## config.mk

```make
export PLATFORM = sky130hd
export DESIGN_NAME = fcs_top
export DESIGN_NICKNAME = d
export VERILOG_FILES = /design/src/rtl/fcs_pkg.sv /design/src/rtl/fcs_top.sv /design/src/rtl/fcs_shadow.sv
export SDC_FILE = /design/constraint.sdc
export NUM_CORES = 1
export LEC_CHECK = 0
export BUFFER_PORTS_ARGS = -buffer_cell sky130_fd_sc_hd__buf_2
export CAP_MARGIN = 20
export CORE_ASPECT_RATIO = 0.8
export CORE_MARGIN = 4
export CORE_UTILIZATION = 31
export DETAILED_ROUTE_END_ITERATION = 8
export GPL_ROUTABILITY_DRIVEN = 0
export PLACE_DENSITY = 0.59
export SLEW_MARGIN = 20
export SYNTH_ARGS = -nofsm -noshare
export SYNTH_HDL_FRONTEND = slang
export SYNTH_SLANG_ARGS = --single-unit
```

## constraint.sdc

```tcl
create_clock -name clk -period 2.9 [get_ports clk]
set_input_delay 0.29 -clock clk [delete_from_list [all_inputs] [get_ports clk]]
set_output_delay 0.29 -clock clk [all_outputs]
set_load 0.01 [all_outputs]
```

## src/rtl/fcs_pkg.sv

```systemverilog
// Constants for the fast context stack and stack fault unit
// Contract
// - Enable set: flag then device reset
// - Enable clear: flag only, no reset
// - Flags clear only by software or power-on
// - One-deep hidden shadow for status, working, bank
// - Any interrupt vector loads shadow
// - Fast interrupt return restores from shadow
// - High-priority capture overwrites low-priority shadow
// - Fast call saves context to shadow
// - Fast subroutine return restores from shadow
package fcs_pkg;
   localparam int FCS_DATA_W = 8;
   localparam int FCS_BANK_W = 4;
   localparam logic [7:0] FCS_STATUS_RST = 8'h00;
   localparam logic [7:0] FCS_WORK_RST = 8'h00;
   localparam logic [3:0] FCS_BANK_RST = 4'h0;
   localparam int FCS_RST_HOLD = 2;
endpackage : fcs_pkg

```

## src/rtl/fcs_top.sv

```systemverilog
// Fast context stack and return-stack fault detection
`timescale 1ns/1ps
module fcs_top
   import fcs_pkg::*;
#(
   parameter int DATA_W = FCS_DATA_W,
   parameter int BANK_W = FCS_BANK_W
) (
   input wire logic clk,
   input wire logic rst,
   input wire logic vector_event,
   input wire logic fast_call,
   input wire logic fast_return_from_interrupt_instr,
   input wire logic fast_return,
   input wire logic plain_return,
   input wire logic [DATA_W-1:0] status_live,
   input wire logic [DATA_W-1:0] working_register_live,
   input wire logic [BANK_W-1:0] bank_select_register_live,
   output logic restore_valid,
   output logic [DATA_W-1:0] status_restore,
   output logic [DATA_W-1:0] working_register_restore,
   output logic [BANK_W-1:0] bank_select_register_restore,
   input wire logic stack_error_reset_enable,
   input wire logic stack_full_event,
   input wire logic stack_underflow_event,
   input wire logic clear_full,
   input wire logic clear_underflow,
   output logic stack_full_flag,
   output logic stack_underflow_flag,
   output logic device_reset_req
);
   initial begin
      if (DATA_W != 8) begin
         $error("fcs_top data width must be 8");
      end
      if (BANK_W < 1 || BANK_W > 8) begin
         $error("fcs_top bank width unsupported");
      end
   end

   logic [DATA_W-1:0] status_held;
   logic [DATA_W-1:0] work_held;
   logic [BANK_W-1:0] bank_held;
   logic full_next;
   logic unf_next;
   logic reset_pending_reg;

   // Vector and fast call both capture; a nested vector simply overwrites
   wire save_evt = vector_event | fast_call;
   // Plain returns do not restore
   wire restore_evt = fast_return_from_interrupt_instr | fast_return;
   wire fault_evt = stack_full_event | stack_underflow_event;

   fcs_shadow #(.WIDTH(DATA_W), .RST_VAL(FCS_STATUS_RST)) u_status (
      .clk(clk), .rst(rst), .save(save_evt), .live(status_live), .held(status_held));
   fcs_shadow #(.WIDTH(DATA_W), .RST_VAL(FCS_WORK_RST)) u_work (
      .clk(clk), .rst(rst), .save(save_evt), .live(working_register_live), .held(work_held));
   fcs_shadow #(.WIDTH(BANK_W), .RST_VAL(BANK_W'(FCS_BANK_RST))) u_bank (
      .clk(clk), .rst(rst), .save(save_evt), .live(bank_select_register_live),
      .held(bank_held));

   // Restore reads shadow only; shadow is never written on restore
   always_ff @(posedge clk or posedge rst) begin
      if (rst) begin
         restore_valid <= 1'b0;
         status_restore <= FCS_STATUS_RST;
         working_register_restore <= FCS_WORK_RST;
         bank_select_register_restore <= BANK_W'(FCS_BANK_RST);
      end else begin
         restore_valid <= restore_evt;
         if (restore_evt) begin
            status_restore <= status_held;
            working_register_restore <= work_held;
            bank_select_register_restore <= bank_held;
         end
      end
   end

   // Set wins over clear so a fault in the clear cycle is kept
   assign full_next = stack_full_event | (stack_full_flag & ~clear_full);
   assign unf_next = stack_underflow_event | (stack_underflow_flag & ~clear_underflow);

   // Flags are cleared only by clear_full/clear_underflow or power-on reset, never by the reset they request
   always_ff @(posedge clk or posedge rst) begin
      if (rst) begin
         stack_full_flag <= 1'b0;
         stack_underflow_flag <= 1'b0;
      end else begin
         stack_full_flag <= full_next;
         stack_underflow_flag <= unf_next;
      end
   end

   // Reset follows one cycle after the flag, so the flag is set first
   always_ff @(posedge clk or posedge rst) begin
      if (rst) begin
         reset_pending_reg <= 1'b0;
         device_reset_req <= 1'b0;
      end else begin
         reset_pending_reg <= fault_evt & stack_error_reset_enable;
         device_reset_req <= reset_pending_reg;
      end
   end

   a_reset_after_flag: assert property (@(posedge clk) disable iff (rst)
      (fault_evt && stack_error_reset_enable) |-> ##2 device_reset_req)
      else $error("stack fault did not request reset");
   a_no_reset_disabled: assert property (@(posedge clk) disable iff (rst)
      device_reset_req |-> $past(stack_error_reset_enable, 2) && $past(fault_evt, 2))
      else $error("reset requested without enable");
   a_flag_before_reset: assert property (@(posedge clk) disable iff (rst)
      device_reset_req |-> (stack_full_flag || stack_underflow_flag || $past(clear_full)
      || $past(clear_underflow)))
      else $error("reset without flag");
   a_full_sticky: assert property (@(posedge clk) disable iff (rst)
      (stack_full_flag && !clear_full) |=> stack_full_flag)
      else $error("full flag dropped");
   a_unf_sticky: assert property (@(posedge clk) disable iff (rst)
      (stack_underflow_flag && !clear_underflow) |=> stack_underflow_flag)
      else $error("underflow flag dropped");
   a_unf_set: assert property (@(posedge clk) disable iff (rst)
      stack_underflow_event |=> stack_underflow_flag)
      else $error("underflow flag not set");
   a_capture_restore: assert property (@(posedge clk) disable iff (rst)
      (vector_event && !restore_evt) ##1 (!save_evt && restore_evt)
      |=> working_register_restore == $past(working_register_live, 2))
      else $error("shadow round trip failed");
   a_call_status: assert property (@(posedge clk) disable iff (rst)
      fast_call ##1 (!save_evt && fast_return)
      |=> status_restore == $past(status_live, 2))
      else $error("fast call status lost");
   a_plain_no_restore: assert property (@(posedge clk) disable iff (rst)
      (plain_return && !restore_evt) |=> !restore_valid)
      else $error("plain return restored context");
   a_nested_overwrite: assert property (@(posedge clk) disable iff (rst)
      vector_event ##1 (vector_event && !restore_evt) ##1 (!save_evt && restore_evt)
      |=> bank_select_register_restore == $past(bank_select_register_live, 2))
      else $error("nested capture not kept");

   // Flag set, clear and set-wins
   a_full_set: assert property (@(posedge clk) disable iff (rst)
      stack_full_event |=> stack_full_flag)
      else $error("full flag not set");
   a_full_cause: assert property (@(posedge clk) disable iff (rst)
      $rose(stack_full_flag) |-> $past(stack_full_event))
      else $error("full flag set without event");
   a_unf_cause: assert property (@(posedge clk) disable iff (rst)
      $rose(stack_underflow_flag) |-> $past(stack_underflow_event))
      else $error("underflow flag set without event");
   a_full_clear: assert property (@(posedge clk) disable iff (rst)
      (clear_full && !stack_full_event) |=> !stack_full_flag)
      else $error("full flag not cleared");
   a_unf_clear: assert property (@(posedge clk) disable iff (rst)
      (clear_underflow && !stack_underflow_event) |=> !stack_underflow_flag)
      else $error("underflow flag not cleared");
   a_full_set_wins: assert property (@(posedge clk) disable iff (rst)
      (stack_full_event && clear_full) |=> stack_full_flag)
      else $error("full clear beat a new fault");
   a_unf_set_wins: assert property (@(posedge clk) disable iff (rst)
      (stack_underflow_event && clear_underflow) |=> stack_underflow_flag)
      else $error("underflow clear beat a new fault");

   // Reset request timing
   a_reset_one_cycle: assert property (@(posedge clk) disable iff (rst)
      (device_reset_req && !$past(fault_evt && stack_error_reset_enable))
      |=> !device_reset_req)
      else $error("reset request held too long");
   a_full_reset_order: assert property (@(posedge clk) disable iff (rst)
      (stack_full_event && stack_error_reset_enable)
      |=> stack_full_flag ##1 device_reset_req)
      else $error("full fault order wrong");
   a_unf_reset_order: assert property (@(posedge clk) disable iff (rst)
      (stack_underflow_event && stack_error_reset_enable)
      |=> stack_underflow_flag ##1 device_reset_req)
      else $error("underflow fault order wrong");
   a_req_from_pending: assert property (@(posedge clk) disable iff (rst)
      device_reset_req |-> $past(reset_pending_reg))
      else $error("reset request without pending");
   a_pending_cause: assert property (@(posedge clk) disable iff (rst)
      reset_pending_reg |-> $past(fault_evt && stack_error_reset_enable))
      else $error("pending reset without enabled fault");

   // Shadow capture and hold; hold keeps nested and restore cases honest
   a_status_capture: assert property (@(posedge clk) disable iff (rst)
      save_evt |=> status_held == $past(status_live))
      else $error("status not captured");
   a_work_capture: assert property (@(posedge clk) disable iff (rst)
      save_evt |=> work_held == $past(working_register_live))
      else $error("working value not captured");
   a_bank_capture: assert property (@(posedge clk) disable iff (rst)
      save_evt |=> bank_held == $past(bank_select_register_live))
      else $error("bank value not captured");
   a_status_hold: assert property (@(posedge clk) disable iff (rst)
      !save_evt |=> $stable(status_held))
      else $error("status shadow changed without save");
   a_work_keep: assert property (@(posedge clk) disable iff (rst)
      (restore_evt && !save_evt) |=> $stable(work_held))
      else $error("restore altered working shadow");
   a_bank_keep: assert property (@(posedge clk) disable iff (rst)
      (restore_evt && !save_evt) |=> $stable(bank_held))
      else $error("restore altered bank shadow");

   // Restore outputs
   a_restore_pulse: assert property (@(posedge clk) disable iff (rst)
      restore_valid |-> $past(restore_evt))
      else $error("restore valid without fast return");
   a_restore_status: assert property (@(posedge clk) disable iff (rst)
      restore_evt |=> status_restore == $past(status_held))
      else $error("status restore wrong");
   a_restore_work: assert property (@(posedge clk) disable iff (rst)
      restore_evt |=> working_register_restore == $past(work_held))
      else $error("working restore wrong");
   a_restore_bank: assert property (@(posedge clk) disable iff (rst)
      restore_evt |=> bank_select_register_restore == $past(bank_held))
      else $error("bank restore wrong");
   a_restore_quiet: assert property (@(posedge clk) disable iff (rst)
      !restore_evt |=> $stable(status_restore) && $stable(working_register_restore)
      && $stable(bank_select_register_restore))
      else $error("restore outputs moved without fast return");
   a_call_work: assert property (@(posedge clk) disable iff (rst)
      fast_call ##1 (!save_evt && fast_return)
      |=> working_register_restore == $past(working_register_live, 2))
      else $error("fast call working value lost");
endmodule : fcs_top

```

## src/rtl/fcs_shadow.sv

```systemverilog
// One-deep shadow register for one core register
`timescale 1ns/1ps
module fcs_shadow #(
   parameter int WIDTH = 8,
   parameter logic [WIDTH-1:0] RST_VAL = '0
) (
   input wire logic clk,
   input wire logic rst,
   input wire logic save,
   input wire logic [WIDTH-1:0] live,
   output logic [WIDTH-1:0] held
);
   initial begin
      if (WIDTH < 1) $error("fcs_shadow width must be positive");
   end
   // Not reachable by software, only by save events and reset
   always_ff @(posedge clk or posedge rst) begin
      if (rst) begin
         held <= RST_VAL;
      end else if (save) begin
         held <= live;
      end
   end
endmodule : fcs_shadow

```

==> flow_summary.toml <==
[clocking]
worst_skew_pair.late_latency_ps = 280
clock_tree_from_tritoncts = "done"
holdBufCountCts = 0
cts.path.max_buffers = 2
cts_buffers = 5
clkSinkCount = 45
cts_resized = 0
clk_pin_slew_ps = 80
clk_root_buffer_cell = "clkbuf_8"
postCtsSetupBuffers = 0
htreeDepth = 2

[synth]
synthDominantAreaCellType = "dfrtp_1"
synth-async-reset-ratio = 1.00
synth.top_cells.by_count = "dfrtp_1 (45), mux2_2 (37), buf_6 (4), inv_1 (4), mux2_1 (3)"
ys_dominant_reg_cell = "dfrtp_1"
post_synth_num_cell_types = 8
synth-simple-area-share = 0.00749
synth_area_per_cell_um2 = 17.1
synth-edff-count = 0
netlist_area_pre_place_um2 = 1670
synth.yosys.seq_area_share = 0.674
ys.warnings.count = 0
synth_top_family_by_area = "multiplexers"
post_synth_inst_count = 98
ys_ff_latch = 45
synth_most_common_cell = "dfrtp_1"
synth_xor_area_frac = 0
synth_compound_area_frac = 0.0135
postSynthNetCount = 130
post_synth_fa_ha_maj_area_fraction = 0
synthDominantCellAreaShare = 0.674
ys_top_cells_by_area = "dfrtp_1 (67%), mux2_2 (25%), buf_6 (2.7%)"
post_synthesis_mux_area_share = 0.269

[floorplan]
initial_core_utilization = 0.326
core_region_area_um2 = 5120
fp.dieW_um = 90.1
dieHeight_um = 73.7
floorplan.io_pins = 56
fp_rows = 23
die_area_um2 = 6640

[global_route]
maximum_number_of_pins_on_one_net_before_global_route_repair = 46
number_of_global_route_vias_before_repair = 1073
grt_overflow_total = 0
initial_antenna_violation_count = 0
grt_pass1_wl_mm = 5.11
gr-usage-all-layers = 0.0969

[power_and_ir_drop]
p_per_area_nw_per_um2 = 606
power_internal_uw = 967
seqPwrFrac = 0.568
p_clk_frac = 0.299
power.share.switching = 0.231
max-vdd-ir-drop_v = 0.000318
combPwrFrac = 0.133
p_leak_uw = 0.000974
switchingPower_uw = 290
power_uw = 1260

[worst_hold_path]
worst_hold_path.endpoint = "stack_full_flag$_DFF_PP0_"
hp_class = "primary input to flip-flop"
worstHoldPathCells = 2
min_from = "stack_full_event"

[setup_path]
worst-endpoint-arrival_ps = 830
source_of_the_worst_register_to_register_timing_path = "working_register_restore[6]$_DFFE_PP0P_"
path_delay_family = "flip-flops"
crit_required_ps = 2610
critical_path.endpoint_type = "primary output"
worst_r2r_path_depth = 1
timing.critical_path.cells = "buf_2"
critPathMaxFanout = 2
startpoint_type = "flip-flop"
critPathBufInv = 1
critical_path.reg2reg.endpoint = "working_register_restore[6]$_DFFE_PP0P_"
r2r_setup_slk_ps = 2120
critPathSlowestCell = "dfrtp_1"
critical_path.max_stage_delay_ps = 390
worst-setup-path-type = "flip-flop to primary output"

[detailed_routing]
routed_wl_mm = 2.97
drt-wirelength-per-cell_um = 13.5
route.vias.total = 983
vias_per_cell = 4.49
detail_route.drc_violations = 0
antenna_left = 0
drt_iter0_markers = 21
detail_route.first_pass.iterations = 4

[sta]
grt_setup_unrepaired = "no"
finalCriticalPeriod_ps = 1120
fin_skew_ps = 3.48
final_hold_viol_count = 0
final_min_period_over_clock_period = 0.385
timing.max_slew.rel_slack = 0.391
fmax_mhz = 895
setup_total_negative_slack_ps = 0
slew_viol_final = 0
finalSetupViolCount = 0
timing_worst_slew_pin_value_ps = 913
hold-worst-slack_ps = 193

[cells_and_area]
areaGrowthSynthToFinish_pct = 24.2
post_route_cells_drive_above_1_share = 0.650
finalNetCount = 189
n_antenna_cell = 0
final_cell_area_um2 = 2080
post-route-util = 0.405

[flow_run]
cap_viol_max_count = 0

[placement]
post_dp_cell_area_um2 = 1990
port_buffers = 54
hpwl_mm = 2.13

[outcome]
outcome = "finished clean"
## power by group through the flow
stage	registers, uW	logic [uW]	clock network, uW
after floorplan	741	83.5	0
after global placement	722	166	0
after global routing	723	186	422
after detailed placement	727	173	0
final	714	167	376
after CTS	715	173	394
## cells in the final DEF, fill, tap and decap left out
cell / n
buf_4: 2
dfrtp_1: 45
o21a_1: 1
clkbuf_1: 1
mux2_2: 37
mux2_1: 3
a21o_1: 2
inv_2: 1
nor2_2: 2
buf_2: 54
clkbuf_8: 6
inv_1: 3
## cells by family after synthesis
logic type      count (synthesis)
flops                          45
compound gates                  3
mux                            40
buf+inv                         8
simple gates                    2
## how the worst max path moves through the flow
stage,startpoint,depth (start not counted),end
2_1_floorplan,rst,1,bank_select_register_restore[0]$_DFFE_PP0P_
3_3_place_gp,fast_return,4,status_restore[7]$_DFFE_PP0P_
3_5_place_dp,fast_call,4,u_work.held[3]$_DFFE_PP0P_
4_1_cts,status_restore[6]$_DFFE_PP0P_,1,status_restore[6]
5_1_grt,status_restore[6]$_DFFE_PP0P_,1,status_restore[6]
6_report,status_restore[6]$_DFFE_PP0P_,1,status_restore[6]
## per-layer routing
layer | share of wire | wire length, um | vias up | global-route usage
met1 | 0.43 | 1270 | 494 | 0.113
met5 | 0 | 0 | - | 0
met2 | 0.47 | 1400 | 39 | 0.159
li1 | - | - | 448 | -
met3 | 0.099 | 293 | 2 | 0.0502
met4 | 0.0024 | 7 | 0 | 0.0255
## per-stage QoR
step / cells / setup slack, ps
3_5_place_dp: 212 / 1600
4_1_cts: 219 / 1770
6_report: 219 / 1780
5_1_grt: 219 / 1740
2_1_floorplan: 98 / 1550
3_3_place_gp: 212 / 1630
## area by class of cell
type                    count  area (um2)
clock buffers               7        86.3
fillers                   494        3050
inverters                   4        15.0
multi-input cells          45         485
flip-flops and latches     45        1130
well taps                  62        77.6
repair buffers             56         285
Power figures use the tool's default switching activity.
